File: src/shared/tplt_pkg.sv
// Purpose: constants and types shared by the tap pulse timing block
// Assumes: 20 MHz system clock, register offsets as seen over the serial port
// Notes:   time steps are powers of two of the 0.625 ms base step
package tplt_pkg;

  localparam logic [7:0] PULSE_TIME_LIMIT_OFS    = 8'h26;
  localparam logic [7:0] PULSE_LATENCY_OFS       = 8'h27;
  localparam logic [7:0] SECOND_PULSE_WINDOW_OFS = 8'h28;

  localparam logic [7:0] PULSE_TIME_LIMIT_RST    = 8'h00;
  localparam logic [7:0] PULSE_LATENCY_RST       = 8'h00;
  localparam logic [7:0] SECOND_PULSE_WINDOW_RST = 8'h00;

  localparam int CLK_PERIOD_NS  = 50;
  localparam int BASE_STEP_NS   = 625000;
  localparam int BASE_STEP_CYC  = BASE_STEP_NS / CLK_PERIOD_NS;
  localparam int PRE_W          = 14;
  localparam int DIV_W          = 10;
  localparam int AXES           = 3;

  // per-mode caps on the pulse time limit step exponent (units of base step)
  localparam logic [3:0] CAP_HPF_NORMAL = 4'h5;
  localparam logic [3:0] CAP_HPF_LNLP   = 4'h7;
  localparam logic [3:0] CAP_HPF_HIRES  = 4'h2;
  localparam logic [3:0] CAP_HPF_LOWPWR = 4'h8;
  localparam logic [3:0] CAP_RAW_NORMAL = 4'h3;
  localparam logic [3:0] CAP_RAW_LNLP   = 4'h5;
  localparam logic [3:0] CAP_RAW_HIRES  = 4'h0;
  localparam logic [3:0] CAP_RAW_LOWPWR = 4'h6;

  typedef enum logic [1:0] {
    MODE_NORMAL,
    MODE_LNLP,
    MODE_HIRES,
    MODE_LOWPWR
  } tplt_mode_e;

  typedef enum logic [2:0] {
    ST_IDLE,
    ST_FIRST,
    ST_LATENCY,
    ST_WINDOW,
    ST_SECOND,
    ST_HOLD
  } tplt_state_e;

  // number of rate halvings below 800 Hz for each output_data_rate code
  function automatic logic [3:0] tplt_halvings(input logic [2:0] rate);
    logic [3:0] h;
    h = 4'h0;
    case (rate)
      3'h0: h = 4'h0;
      3'h1: h = 4'h1;
      3'h2: h = 4'h2;
      3'h3: h = 4'h3;
      3'h4: h = 4'h4;
      3'h5: h = 4'h6;
      3'h6: h = 4'h7;
      default: h = 4'h9;
    endcase
    return h;
  endfunction

endpackage

File: src/logic/tplt_core.sv
// Purpose: timing limits of the tap pulse engine: time limit, latency, window
// Assumes: inputs synchronous to sys_clk_i, register port strobes one cycle wide
// Notes:   accel magnitudes are 8 g range counts, compared to 7-bit thresholds
`timescale 1ns/1ps
module tplt_core #(
  parameter int BASE_CYC = tplt_pkg::BASE_STEP_CYC
) (
  input  wire logic             sys_clk_i,
  input  wire logic             rst_i,
  input  wire logic [7:0]       reg_addr_i,
  input  wire logic [7:0]       reg_wdata_i,
  input  wire logic             reg_wr_i,
  input  wire logic             reg_rd_i,
  input  wire logic [2:0]       output_data_rate_i,
  input  wire logic [1:0]       oversampling_power_mode_i,
  input  wire logic             highpass_enable_i,
  input  wire logic [2:0][7:0]  accel_mag_i,
  input  wire logic [2:0][6:0]  threshold_i,
  output logic      [7:0]       reg_rdata_o,
  output logic                  single_pulse_o,
  output logic                  double_pulse_o
);

  typedef struct packed {
    logic [7:0]              time_limit;
    logic [7:0]              latency;
    logic [7:0]              window;
    tplt_pkg::tplt_state_e   state;
    logic [7:0]              cnt;
    logic [tplt_pkg::PRE_W-1:0] pre;
    logic [tplt_pkg::DIV_W-1:0] div;
    logic [7:0]              rdata;
    logic                    single;
    logic                    double;
  } tplt_regs_s;

  localparam logic [tplt_pkg::PRE_W-1:0] PRE_LAST = tplt_pkg::PRE_W'(BASE_CYC - 1);

  tplt_regs_s       r;
  tplt_regs_s       next_r;
  logic [2:0]       axis_above;
  logic             above;
  logic [3:0]       halv;
  logic [3:0]       exp_t;
  logic [3:0]       exp_l;
  logic [3:0]       cap;
  logic [tplt_pkg::DIV_W-1:0] mask_t;
  logic [tplt_pkg::DIV_W-1:0] mask_l;
  logic             base_tick;
  logic             tick_t;
  logic             tick_l;

  // per-axis magnitude against that axis's own 7-bit threshold_i input
  for (genvar a = 0; a < tplt_pkg::AXES; a++) begin : g_axis
    assign axis_above[a] = accel_mag_i[a] > {1'b0, threshold_i[a]};
  end
  assign above = |axis_above;

  // step exponents; latency and window always run one octave above the limit
  always_comb begin
    halv  = tplt_pkg::tplt_halvings(output_data_rate_i);
    exp_t = 4'h0;
    cap   = tplt_pkg::CAP_HPF_LOWPWR;
    if (highpass_enable_i) begin
      exp_t = halv + 4'h1;
      case (tplt_pkg::tplt_mode_e'(oversampling_power_mode_i))
        tplt_pkg::MODE_NORMAL: cap = tplt_pkg::CAP_HPF_NORMAL;
        tplt_pkg::MODE_LNLP:   cap = tplt_pkg::CAP_HPF_LNLP;
        tplt_pkg::MODE_HIRES:  cap = tplt_pkg::CAP_HPF_HIRES;
        default:               cap = tplt_pkg::CAP_HPF_LOWPWR;
      endcase
    end else begin
      // low power keeps its step at 400 Hz, the others bottom out at base
      case (tplt_pkg::tplt_mode_e'(oversampling_power_mode_i))
        tplt_pkg::MODE_NORMAL: begin
          exp_t = (halv == 4'h0) ? 4'h0 : halv - 4'h1;
          cap   = tplt_pkg::CAP_RAW_NORMAL;
        end
        tplt_pkg::MODE_LNLP: begin
          exp_t = (halv == 4'h0) ? 4'h0 : halv - 4'h1;
          cap   = tplt_pkg::CAP_RAW_LNLP;
        end
        tplt_pkg::MODE_HIRES: begin
          exp_t = tplt_pkg::CAP_RAW_HIRES;
          cap   = tplt_pkg::CAP_RAW_HIRES;
        end
        default: begin
          exp_t = halv;
          cap   = tplt_pkg::CAP_RAW_LOWPWR;
        end
      endcase
    end
    // one shared cap on exp_t; latency and window steps saturate one octave above the time limit step
    if (exp_t > cap) begin
      exp_t = cap;
    end
    exp_l = exp_t + 4'h1;
  end

  assign mask_t    = (tplt_pkg::DIV_W'(1) << exp_t) - tplt_pkg::DIV_W'(1);
  assign mask_l    = (tplt_pkg::DIV_W'(1) << exp_l) - tplt_pkg::DIV_W'(1);
  assign base_tick = (r.pre == PRE_LAST);
  // one shared divider keeps all steps phase aligned; first step may be short
  assign tick_t    = base_tick && ((r.div & mask_t) == '0);
  assign tick_l    = base_tick && ((r.div & mask_l) == '0);

  always_comb begin
    next_r        = r;
    next_r.single = 1'b0;
    next_r.double = 1'b0;
    if (base_tick) begin
      next_r.pre = '0;
      next_r.div = r.div + tplt_pkg::DIV_W'(1);
    end else begin
      next_r.pre = r.pre + tplt_pkg::PRE_W'(1);
    end

    if (reg_wr_i) begin
      if (reg_addr_i == tplt_pkg::PULSE_TIME_LIMIT_OFS) begin
        next_r.time_limit = reg_wdata_i;
      end else if (reg_addr_i == tplt_pkg::PULSE_LATENCY_OFS) begin
        next_r.latency = reg_wdata_i;
      end else if (reg_addr_i == tplt_pkg::SECOND_PULSE_WINDOW_OFS) begin
        next_r.window = reg_wdata_i;
      end
    end
    if (reg_rd_i) begin
      if (reg_addr_i == tplt_pkg::PULSE_TIME_LIMIT_OFS) begin
        next_r.rdata = r.time_limit;
      end else if (reg_addr_i == tplt_pkg::PULSE_LATENCY_OFS) begin
        next_r.rdata = r.latency;
      end else if (reg_addr_i == tplt_pkg::SECOND_PULSE_WINDOW_OFS) begin
        next_r.rdata = r.window;
      end else begin
        next_r.rdata = 8'h00;
      end
    end

    case (r.state)
      tplt_pkg::ST_IDLE: begin
        if (above) begin
          next_r.cnt   = 8'h00;
          next_r.state = tplt_pkg::ST_FIRST;
        end
      end
      tplt_pkg::ST_FIRST: begin
        if (r.cnt == r.time_limit) begin
          next_r.state = tplt_pkg::ST_HOLD;
        end else if (!above) begin
          next_r.single = 1'b1;
          next_r.cnt    = 8'h00;
          next_r.state  = tplt_pkg::ST_LATENCY;
        end else if (tick_t) begin
          next_r.cnt = r.cnt + 8'h01;
        end
      end
      tplt_pkg::ST_LATENCY: begin
        // pulse starts are deliberately not looked at here
        if (r.cnt == r.latency) begin
          next_r.cnt   = 8'h00;
          next_r.state = tplt_pkg::ST_WINDOW;
        end else if (tick_l) begin
          next_r.cnt = r.cnt + 8'h01;
        end
      end
      tplt_pkg::ST_WINDOW: begin
        if (r.cnt == r.window) begin
          next_r.state = tplt_pkg::ST_IDLE;
        end else if (above) begin
          next_r.cnt   = 8'h00;
          next_r.state = tplt_pkg::ST_SECOND;
        end else if (tick_l) begin
          next_r.cnt = r.cnt + 8'h01;
        end
      end
      tplt_pkg::ST_SECOND: begin
        // end of the second pulse may fall after the window closed
        if (r.cnt == r.time_limit) begin
          next_r.state = tplt_pkg::ST_HOLD;
        end else if (!above) begin
          next_r.double = 1'b1;
          next_r.state  = tplt_pkg::ST_IDLE;
        end else if (tick_t) begin
          next_r.cnt = r.cnt + 8'h01;
        end
      end
      default: begin
        // an over-long excursion must end before a new one can start
        if (!above) begin
          next_r.state = tplt_pkg::ST_IDLE;
        end
      end
    endcase
  end

  always_ff @(posedge sys_clk_i) begin
    if (rst_i) begin
      r            <= '0;
      r.time_limit <= tplt_pkg::PULSE_TIME_LIMIT_RST;
      r.latency    <= tplt_pkg::PULSE_LATENCY_RST;
      r.window     <= tplt_pkg::SECOND_PULSE_WINDOW_RST;
      r.state      <= tplt_pkg::ST_IDLE;
    end else begin
      r <= next_r;
    end
  end

  assign reg_rdata_o    = r.rdata;
  assign single_pulse_o = r.single;
  assign double_pulse_o = r.double;

  single_valid_a: assert property (@(posedge sys_clk_i) disable iff (rst_i)
    r.single |-> $past(r.state) == tplt_pkg::ST_FIRST && !$past(above))
    else $error("single pulse without a short first excursion");
  long_reject_a: assert property (@(posedge sys_clk_i) disable iff (rst_i)
    (r.state == tplt_pkg::ST_FIRST && r.cnt == r.time_limit) |=> r.state == tplt_pkg::ST_HOLD
      ##1 !r.single)
    else $error("over-long pulse not rejected");
  latency_ignore_a: assert property (@(posedge sys_clk_i) disable iff (rst_i)
    (r.state == tplt_pkg::ST_LATENCY && r.cnt != r.latency) |=> r.state == tplt_pkg::ST_LATENCY)
    else $error("latency left early");
  window_start_a: assert property (@(posedge sys_clk_i) disable iff (rst_i)
    (r.state == tplt_pkg::ST_WINDOW && above && r.cnt != r.window)
      |=> r.state == tplt_pkg::ST_SECOND && r.cnt == 8'h00)
    else $error("second pulse start missed");
  window_expire_a: assert property (@(posedge sys_clk_i) disable iff (rst_i)
    (r.state == tplt_pkg::ST_WINDOW && r.cnt == r.window) |=> r.state == tplt_pkg::ST_IDLE)
    else $error("window did not close");
  step_hold_a: assert property (@(posedge sys_clk_i) disable iff (rst_i)
    (r.state == tplt_pkg::ST_LATENCY && r.cnt != r.latency && !tick_l) |=> $stable(r.cnt))
    else $error("latency count moved without a tick");
  reg_write_a: assert property (@(posedge sys_clk_i) disable iff (rst_i)
    (reg_wr_i && reg_addr_i == tplt_pkg::SECOND_PULSE_WINDOW_OFS)
      |=> r.window == $past(reg_wdata_i))
    else $error("window register not written");
  window_hold_a: assert property (@(posedge sys_clk_i) disable iff (rst_i)
    !(reg_wr_i && reg_addr_i == tplt_pkg::SECOND_PULSE_WINDOW_OFS) |=> $stable(r.window))
    else $error("window register changed without a write");
  fast_step_a: assert property (@(posedge sys_clk_i) disable iff (rst_i)
    (highpass_enable_i && output_data_rate_i == 3'h0) |-> exp_t == 4'h1 && exp_l == 4'h2)
    else $error("800 Hz filtered step wrong");
  raw_step_a: assert property (@(posedge sys_clk_i) disable iff (rst_i)
    (!highpass_enable_i && output_data_rate_i == 3'h1 && oversampling_power_mode_i == 2'h0)
      |-> exp_t == 4'h0)
    else $error("400 Hz unfiltered normal step wrong");
  double_src_a: assert property (@(posedge sys_clk_i) disable iff (rst_i)
    r.double |-> $past(r.state) == tplt_pkg::ST_SECOND && !r.single)
    else $error("double pulse without second excursion");

endmodule

File: config.mk
export PLATFORM = sky130hd
export DESIGN_NAME = tplt_core
export DESIGN_NICKNAME = d
export VERILOG_FILES = /design/src/shared/tplt_pkg.sv /design/src/logic/tplt_core.sv
export SDC_FILE = /design/constraint.sdc
export NUM_CORES = 1
export LEC_CHECK = 0
export BUFFER_PORTS_ARGS = -buffer_cell sky130_fd_sc_hd__buf_2
export CAP_MARGIN = 15
export CORE_UTILIZATION = 35
export CTS_CLUSTER_DIAMETER = 50
export DETAILED_ROUTE_END_ITERATION = 7
export PLACE_DENSITY_LB_ADDON = 0.15
export SLEW_MARGIN = 5
export SYNTH_ARGS = -nofsm -noshare
export SYNTH_HDL_FRONTEND = slang
export SYNTH_SLANG_ARGS = --single-unit
File: constraint.sdc
create_clock -name sys_clk_i -period 10.82 [get_ports sys_clk_i]
set_clock_uncertainty 0.15 [all_clocks]
set_input_delay 1.082 -clock sys_clk_i [delete_from_list [all_inputs] [get_ports sys_clk_i]]
set_output_delay 1.082 -clock sys_clk_i [all_outputs]
set_load 0.02 [all_outputs]
Yosys cells after proc, flatten, opt, wreduce, memory -nomap -nowiden

Cells that the tools add are included.

Add/subtract/negate cells: 8
$lt $le $gt $ge: 4
Eq/ne operators: 27
Shift operators: 2
Muxes and demuxes: 32
Bitwise logic cells: 6
Reduce and logical (&&, ||, !) cells: 19

Operator list:

| kind                    | count |
|---|---|
| $mux W8                 | 12 |
| $pmux W8 S5             | 1 |
| $pmux W4 S7             | 1 |
| $eq A8 B6 Y1 const B    | 3 |
| $eq A8 B8 Y1            | 3 |
| $gt A8 B7 Y1            | 3 |
| $mux W3                 | 7 |
| $and A10 B10 Y10        | 2 |
| $logic_not A10 Y1       | 2 |
| $shl A1 B4 Y10 const A  | 2 |
| $sub A10 B2 Y10 const B | 2 |
| $mux W4                 | 4 |
| $pmux W3 S5             | 1 |
| $add A14 B1 Y14 const B | 1 |
| $eq A14 B14 Y1 const B  | 1 |
| $eq A3 B2 Y1 const B    | 4 |
| $eq A3 B3 Y1 const B    | 4 |
| $ne A2 B2 Y1 const B    | 6 |
| $pmux W4 S3             | 1 |
| $mux W11                | 1 |
| $add A10 B1 Y10 const B | 1 |
| $pmux W3 S3             | 1 |
| $add A4 B1 Y4 const B   | 2 |
| $add A8 B1 Y8 const B   | 1 |
| 20 further kinds        | 32 |

Flip-flop bits (word level): 69
Input bits: 71
Output and inout bits: 10
Logic and storage cells: 108

Logic depth before layout (Yosys ltp)

Gate-level depths: netlist (run 1).

Depth in word-level cells: 18
Gate-level depth with buffers: 33
Depth with buffers taken out: 28

Worst setup path before layout (run 1)

Ideal clock, no wire load.

Path type: input to register
Start point: input output_data_rate_i[2]
End point: register r[36] (netlist name)
Setup time: 0.058 ns
Data arrival time: 7.054 ns
Data required time: 10.612 ns
Path slack: 3.558 ns
Cell stages on the path: 31
Buffers on the path: 4
Cells stage by stage: buf_6 -> and3b_1 -> nor2_1 -> ha_1 -> mux2i_1 -> o21ai_1 -> o22ai_2 -> inv_2 -> ha_1 -> nor2b_1 -> o211ai_1 -> a21o_1 -> clkbuf_1 -> a21oi_1 -> ha_1 -> clkbuf_1 -> inv_1 -> nand3_1 -> ha_1 -> clkbuf_1 -> and3b_1 -> nand2_1 -> o211ai_1 -> a21oi_1 -> nand4_1 -> a2111oi_4 -> nand4bb_1 -> or4b_4 -> a211oi_4 -> o21ai_1 -> a21bo_1

Cells in the longest elaborated chain, start to end: 18
Elaborated cells on any way between the ends: 37
Classes of those cells: add/sub (5); order compare (1); eq/ne (6); shift (2); mux (15); bitwise (2); reduce/logical (6)

Ends and longest elaborated chain:

| what                                                     | RTL line                         | text |
|---|---|---|
| start, declared                                          | tplt_core.sv:14                  | `input wire logic [2:0] output_data_rate_i,` |
| $eq A3 B3 Y1, or another cell as far along               | tplt_pkg.sv:51                   | `case (rate)` |
| $pmux W4 S7 (*)                                          | tplt_pkg.sv:51                   |  |
| $sub A4 B1 Y4 / $logic_not A4 Y1 (equally long branches) | tplt_core.sv:76, tplt_core.sv:80 |  |
| $mux W4                                                  | tplt_core.sv:76, tplt_core.sv:80 |  |
| $pmux W4 S2                                              | tplt_core.sv:74                  | `case (tplt_pkg::tplt_mode_e'(oversampling_power_mode_i))` |
| $mux W4 (*)                                              | tplt_core.sv:64                  | `if (highpass_enable_i) begin` |
| $gt A4 B4 Y1                                             | tplt_core.sv:94                  | `if (exp_t > cap) begin` |
| $mux W4 (*)                                              | tplt_core.sv:94                  |  |
| $add A4 B1 Y4                                            | tplt_core.sv:97                  | `exp_l = exp_t + 4'h1;` |
| $shl A1 B4 Y10                                           | tplt_core.sv:101                 | `assign mask_l = (tplt_pkg::DIV_W'(1) << exp_l) - tplt_pkg::DIV_W'(1);` |
| $sub A10 B2 Y10                                          | tplt_core.sv:101                 |  |
| $and A10 B10 Y10                                         | tplt_core.sv:105                 | `assign tick_l = base_tick && ((r.div & mask_l) == '0);` |
| $logic_not A10 Y1                                        | tplt_core.sv:105                 |  |
| $logic_and A1 B1 Y1                                      | tplt_core.sv:105                 |  |
| $mux W8 (3 in a row)                                     | --                               |  |
| $pmux W8 S5 (*)                                          | --                               |  |
| end signal, assigned                                     | tplt_core.sv:204                 | `r <= next_r;` |
| end, declared                                            | tplt_core.sv:39                  | `tplt_regs_s r;` |

Every way passes the cells marked *; elsewhere a longest branch is shown, timed or not. The select of a mux whose other input is x is not followed.
A chain may end at the register's enable or synchronous reset.

Worst setup path after layout (run 1)

Start point: input output_data_rate_i[1]
End point: register r[39] (netlist name)

Same word-level chain as after synthesis.

==> results of run 1 <==
==> registers in the layout, summed over array words and instances, names as in the netlist <==
| signal | count |
|---|---|
| double_pulse_o | 1 |
| r | 59 |
| reg_rdata_o | 8 |
| single_pulse_o | 1 |
==> cells by family after synthesis <==
family	after synthesis	synth area share (%)
AND/OR/NAND/NOR	275	24.42
AO/OA/AOI/OAI	196	25.62
buffers and inverters	96	7.131
flip-flops	69	23.57
XOR/XNOR	46	6.875
adder cells (fa/ha/maj)	37	7.899
multiplexers	25	4.483
==> layout by cell type (no fill, tap or decap), types with 6 or more instances in the layout <==
cell / netlist / final
buf_2: 6 / 80
nor2_1: 73 / 73
dfxtp_1: 69 / 69
nand2_1: 53 / 53
a21oi_1: 44 / 44
inv_1: 39 / 39
ha_1: 37 / 37
nand3_1: 34 / 34
xnor2_1: 27 / 27
mux2i_1: 24 / 24
nand2b_1: 21 / 21
o211ai_1: 19 / 19
o21ai_0: 19 / 19
xor2_1: 19 / 19
nand4_1: 18 / 18
a22o_1: 14 / 14
a211oi_1: 12 / 12
nor2b_1: 11 / 11
nor3_1: 11 / 11
clkbuf_16: 0 / 9
o21a_1: 8 / 8
and3_1: 8 / 8
a31oi_1: 8 / 8
o21ai_1: 7 / 7
inv_2: 6 / 6
and2_1: 6 / 6
nor4_1: 7 / 6
buf_4: 8 / 6
==> stage by stage <==
stage | instance area [µm²] | power [W] | hold WS (ns) | std cells | setup WS [ns]
after floorplan | 5861 | 0.0004392 | 0.2760 | 744 | 3.558
after global placement | 6346 | 0.0005040 | 0.2929 | 997 | 2.668
after detailed placement | 6346 | 0.0005028 | 0.2999 | 997 | 2.435
after CTS | 6695 | 0.0008505 | 0.3120 | 1013 | 2.752
after global routing | 6695 | 0.0008880 | 0.3422 | 1013 | 2.149
final | 6695 | 0.0008483 | 0.3083 | 1013 | 2.521
==> worst reg2reg max path, cell delays in order, from the launching register on <==
cell and delay [ns]:
dfxtp_1 0.37, ha_1 0.24, or3b_2 0.49, nor4_4 0.41, o211ai_1 0.18, a21oi_1 0.20
nand4_1 0.20, a2111oi_4 0.33, nand4bb_1 0.19, or4b_4 0.54, a211oi_4 0.31, o21ai_1 0.12
a21bo_1 0.19
==> metal layers <==
metal / routed length [µm] / GRT usage (%) / share of wire, %
met5: 0 / 0 / 0
met2: 7929 / 32.28 / 48
met3: 800 / 3.434 / 4.9
met1: 7400 / 24.03 / 45
met4: 295 / 5.233 / 1.8
==> where the power goes <==
group | internal (W) | switching, W | total [W]
combinational | 0.0000866 | 0.000159 | 0.000246
clock | 0.000231 | 0.000113 | 0.000343
sequential | 0.000256 | 0.00000303 | 0.000259
==> worst paths after layout <==
| kind | start | endpoint | cells past startpoint | slack [ns] |
|---|---|---|---|---|
| worst max-delay path | output_data_rate_i[1] | r[39]$_SDFFE_PP0P_ | 28 | 2.52 |
| worst min register to register | r[20]$_SDFF_PP0_ | r[20]$_SDFF_PP0_ | 1 | 0.31 |
| worst max register to register | r[20]$_SDFF_PP0_ | r[39]$_SDFFE_PP0P_ | 12 | 6.85 |
| worst min-delay path | r[20]$_SDFF_PP0_ | r[20]$_SDFF_PP0_ | 1 | 0.31 |
==> layout make-up <==
class                           instances  share of cell area [%]
Clock inverter                          6                   1.645
Tap cell                              216                   4.037
Sequential cell                        69                   20.63
Inverter                               47                   2.710
Timing Repair Buffer                   86                   6.653
Multi-Input combinational cell        579                   60.75
Clock buffer                           10                   3.569
==> impl_metrics.yaml, run 1 <==
clock_network:
  clk_latency_ns: 0.33
  path_clk_slew_ns: 0.06
  cts.sinks: 69
  cts_made_buffers: 9
  cts_tree: "done"
  clockBufferDepth: 2
  cts_root_buf: "clkbuf_16"
  cts-htree-levels: 3
  cts-resized-gates: 0
  ctsHoldBuffers: 0
  postCtsSetupBuffers: 0
global_routing:
  grt_max_degree: 52
  grt_usage_pct: 18.85
  grt_overflow_total: 0
  antenna_found_initial: 0
  grt_pass1_wl_um: 27080
  grt_pass1_vias: 5403
worst_setup_path:
  required_ns: 10.95
  endpoint_kind: "register"
  cpMaxStageDelayCell: "a21oi_1"
  start_kind: "input port"
  crit_path_frequent_cell: "ha_1"
  critPathArrivalTime_ns: 8.43
  slowest_delay_ns: 0.54
  critical_path_class: "in2reg"
  cp_top_family: "compound AO/OA/AOI/OAI gates"
  cp_num_buf_inv: 3
  critPathMaxFanout: 13
detailed_routing:
  ant_nets: 0
  wire_per_inst_um: 16.22
  drt_iter0_drc: 502
  totalWireLength_um: 16430
  vias: 5743
  dr.pass1.iters: 5
  avgViaCountPerCell: 5.669
  drc_errors: 0
timing:
  fmax_mhz: 120.5
  tightest_slew_ns: 1.047
  final-max-slew-violation-count: 0
  period_share_pct: 76.70
  hold_violations: 0
  finalSetupViolations: 0
  fin_setup_tns_ns: 0
  rsz0062_at_grt: "no"
  fin_crit_ns: 8.299
  max-slew-margin-rel_pct: 29.95
placed_design:
  io_buffers: 80
  place_hpwl_um: 12220
  gp_congestion: 0.8965
yosys:
  netlist_area_um2: 5861
  ys_types: 88
  ys_warn_count: 0
  synth-edff-count: 0
  synth_flop_cell: "dfxtp_1"
  yosysMostFrequentCell: "nor2_1"
  synthArstFlopShare_pct: 0
  ys_top_cells_by_area: "dfxtp_1 24%, ha_1 7.9%, nor2_1 4.7%, mux2i_1 4.1%, xnor2_1 4.0%"
  syn_avg_cell_area_um2: 7.877
  ys_ff_latch: 69
  netlist_instances: 744
  yosysSeqAreaShare_pct: 23.57
  yosys.area.top_type: "dfxtp_1"
  synth_top_area_share_pct: 23.57
  ys_top_cells_by_count: "73 x nor2_1, 69 x dfxtp_1, 53 x nand2_1"
  synth_fp_nets: 852
floorplan:
  fp.coreArea_um2: 16120
  ios: 81
  die_height_um: 131.4
  dieArea_um2: 17270
  row_count: 46
  start_util_pct: 36.37
  die_x_um: 131.4
final_layout:
  multi_input_area_um2: 4068
  n_fill_cell: 1688
  syn2layout_area_growth_pct: 14.24
  finalCoreUtilization_pct: 41.55
  drive_gt1_share_pct: 17.19
  seqCellArea_um2: 1381
  antennaDiodeCount: 0
  final_nets: 900
flow_run:
  drv_cap: 0
status:
  status: "completed"
min_path:
  min_path_type: "reg2reg"
power_and_ir_drop:
  ir_drop_v: 0.00009414
  power_leakage_nw: 2.745
  powerDensity_nw_per_um2: 126.7
No activity file was read; power rests on OpenSTA's default activity.
==> run 2, diff against run 1 <==
Clock period 10.82 ns to 6.7 ns, I/O delays scaled along.
==> run 2 against run 1 <==
  * Critical path depth is 1 higher
  * Hold slack got worse by 0.0028 ns
  * Non-clock buffer count up 25
  * Clock power increased by 34%
  * Die area stayed put
  * Cell count up 2.4%
  * Design area rose by 1.9%
  * Setup slack lost 2.0 ns
  * Core utilization is 0.77 points higher
  * Count of clock-buffer cells in the layout did not move
  * Total power increased by 57%
  * Combinational power rose by 84%
  * Largest cell class unchanged
==> impl_metrics.yaml, run 2 (same netlist as run 1, synthesis figures left out) <==
timing:
  fin_setup_tns_ns: 0
  max-slew-margin-rel_pct: 36.38
  rsz0062_at_grt: "no"
  period_share_pct: 92.92
  hold_violations: 0
  hold_ws_ns: 0.3055
  finalSetupViolations: 0
  final-max-slew-violation-count: 0
  tightest_slew_ns: 0.9507
  fin_ws_ns: 0.4746
  fin_crit_ns: 6.225
  fmax_mhz: 160.6
clock_network:
  path_clk_slew_ns: 0.06
  cts_tree: "done"
  cts-htree-levels: 3
  ctsHoldBuffers: 0
  postCtsSetupBuffers: 0
  cts_root_buf: "clkbuf_16"
  clockBufferDepth: 2
  clk_latency_ns: 0.34
  cts.sinks: 69
  cts_made_buffers: 9
detailed_routing:
  ant_nets: 0
  wire_per_inst_um: 16.22
  avgViaCountPerCell: 5.560
  totalWireLength_um: 16830
  dr.pass1.iters: 5
  vias: 5766
  drt_iter0_drc: 590
  drc_errors: 0
worst_setup_path:
  crit_path_frequent_cell: "ha_1"
  critical_path_class: "in2reg"
  slowest_delay_ns: 0.53
  critPathMaxFanout: 9
  cpMaxStageDelayCell: "or4b_4"
  critPathArrivalTime_ns: 6.37
  start_kind: "input port"
  required_ns: 6.84
  endpoint_kind: "register"
power_and_ir_drop:
  powerDensity_nw_per_um2: 195.1
  power_leakage_nw: 2.835
  power_w: 0.001330
  ir_drop_v: 0.0001081
global_routing:
  antenna_found_initial: 0
  grt_pass1_wl_um: 27690
  grt_usage_pct: 19.56
  grt_overflow_total: 0
  grt_pass1_vias: 5581
  grt_max_degree: 52
floorplan:
  die_x_um: 131.4
  start_util_pct: 36.37
  fp.coreArea_um2: 16120
  dieArea_um2: 17270
  row_count: 46
  ios: 81
  die_height_um: 131.4
final_layout:
  seqCellArea_um2: 1381
  multi_input_area_um2: 4074
  max_flop_register: "r"
  n_fill_cell: 1647
  mostFrequentLayoutCells: "80 x buf_2, 73 x nor2_1, 69 x dfxtp_1"
  final_nets: 925
  layout_commonest_cell: "buf_2"
  syn2layout_area_growth_pct: 16.35
  finalCoreUtilization_pct: 42.31
  drive_gt1_share_pct: 19.73
  largest_reg_flops: 59
  antennaDiodeCount: 0
flow_run:
  drv_cap: 0
status:
  status: "completed"
placed_design:
  dp_slack_ns: 0.08539
  place_hpwl_um: 12960
  gp_congestion: 1.021
  io_buffers: 80
min_path:
  min_path_type: "reg2reg"
-- run 2: final timing paths --
check / from / to / slack (ns) / cells past startpoint
worst max-delay path: output_data_rate_i[2] / r[39]$_SDFFE_PP0P_ / 0.47 / 29
worst min-delay path: r[20]$_SDFF_PP0_ / r[20]$_SDFF_PP0_ / 0.31 / 1
worst max register to register: r[20]$_SDFF_PP0_ / r[39]$_SDFFE_PP0P_ / 2.91 / 12
worst min register to register: r[20]$_SDFF_PP0_ / r[20]$_SDFF_PP0_ / 0.31 / 1
-- run 2: critical path, delay by kind of cell --
family | cells | cell delay, ns
AOI/OAI and AO/OA | 11 | 2.41
adders and majority gates | 4 | 1.01
buffers and inverters | 4 | 0.51
muxes | 1 | 0.10
and+or+nand+nor | 9 | 1.67
-- run 2: cell type report --
cell class | instances | area share (%)
inverters | 47 | 2.661
repair buffers | 111 | 9.248
flip-flops and latches | 69 | 20.26
well taps | 216 | 3.963
clock buffers | 10 | 3.358
clock inverters | 5 | 0.7706
multi-input cells | 579 | 59.74
-- run 2: stage by stage --
step                std cells  area (µm²)
global placement         1021        6530
detailed placement       1021        6530
global route             1037        6819
floorplan                 744        5866
CTS                      1036        6812
finish                   1037        6819
-- run 2: where the power goes --
group	internal, W	switching (W)
Combinational	0.000176	0.000277
Clock	0.000284	0.000176
Sequential	0.000414	0.00000484
Total	0.000873	0.000457
-- run 2: what timing repair did --
action / CTS / global route
resized for setup: 0 / 1
endpoints found under the hold margin: 0 / 0
setup endpoints to repair: 0 / 7
-- run 2: per-layer routing --
layer | vias up | wire [µm] | GRT usage (%) | part of all wire (%)
li1 | 2850 | - | - | -
met1 | 2698 | 7543 | 24.22 | 45
met2 | 186 | 7965 | 32.72 | 47
met3 | 32 | 960 | 5.170 | 5.7
met4 | 0 | 356 | 6.331 | 2.1
met5 | - | 0 | 0 | 0
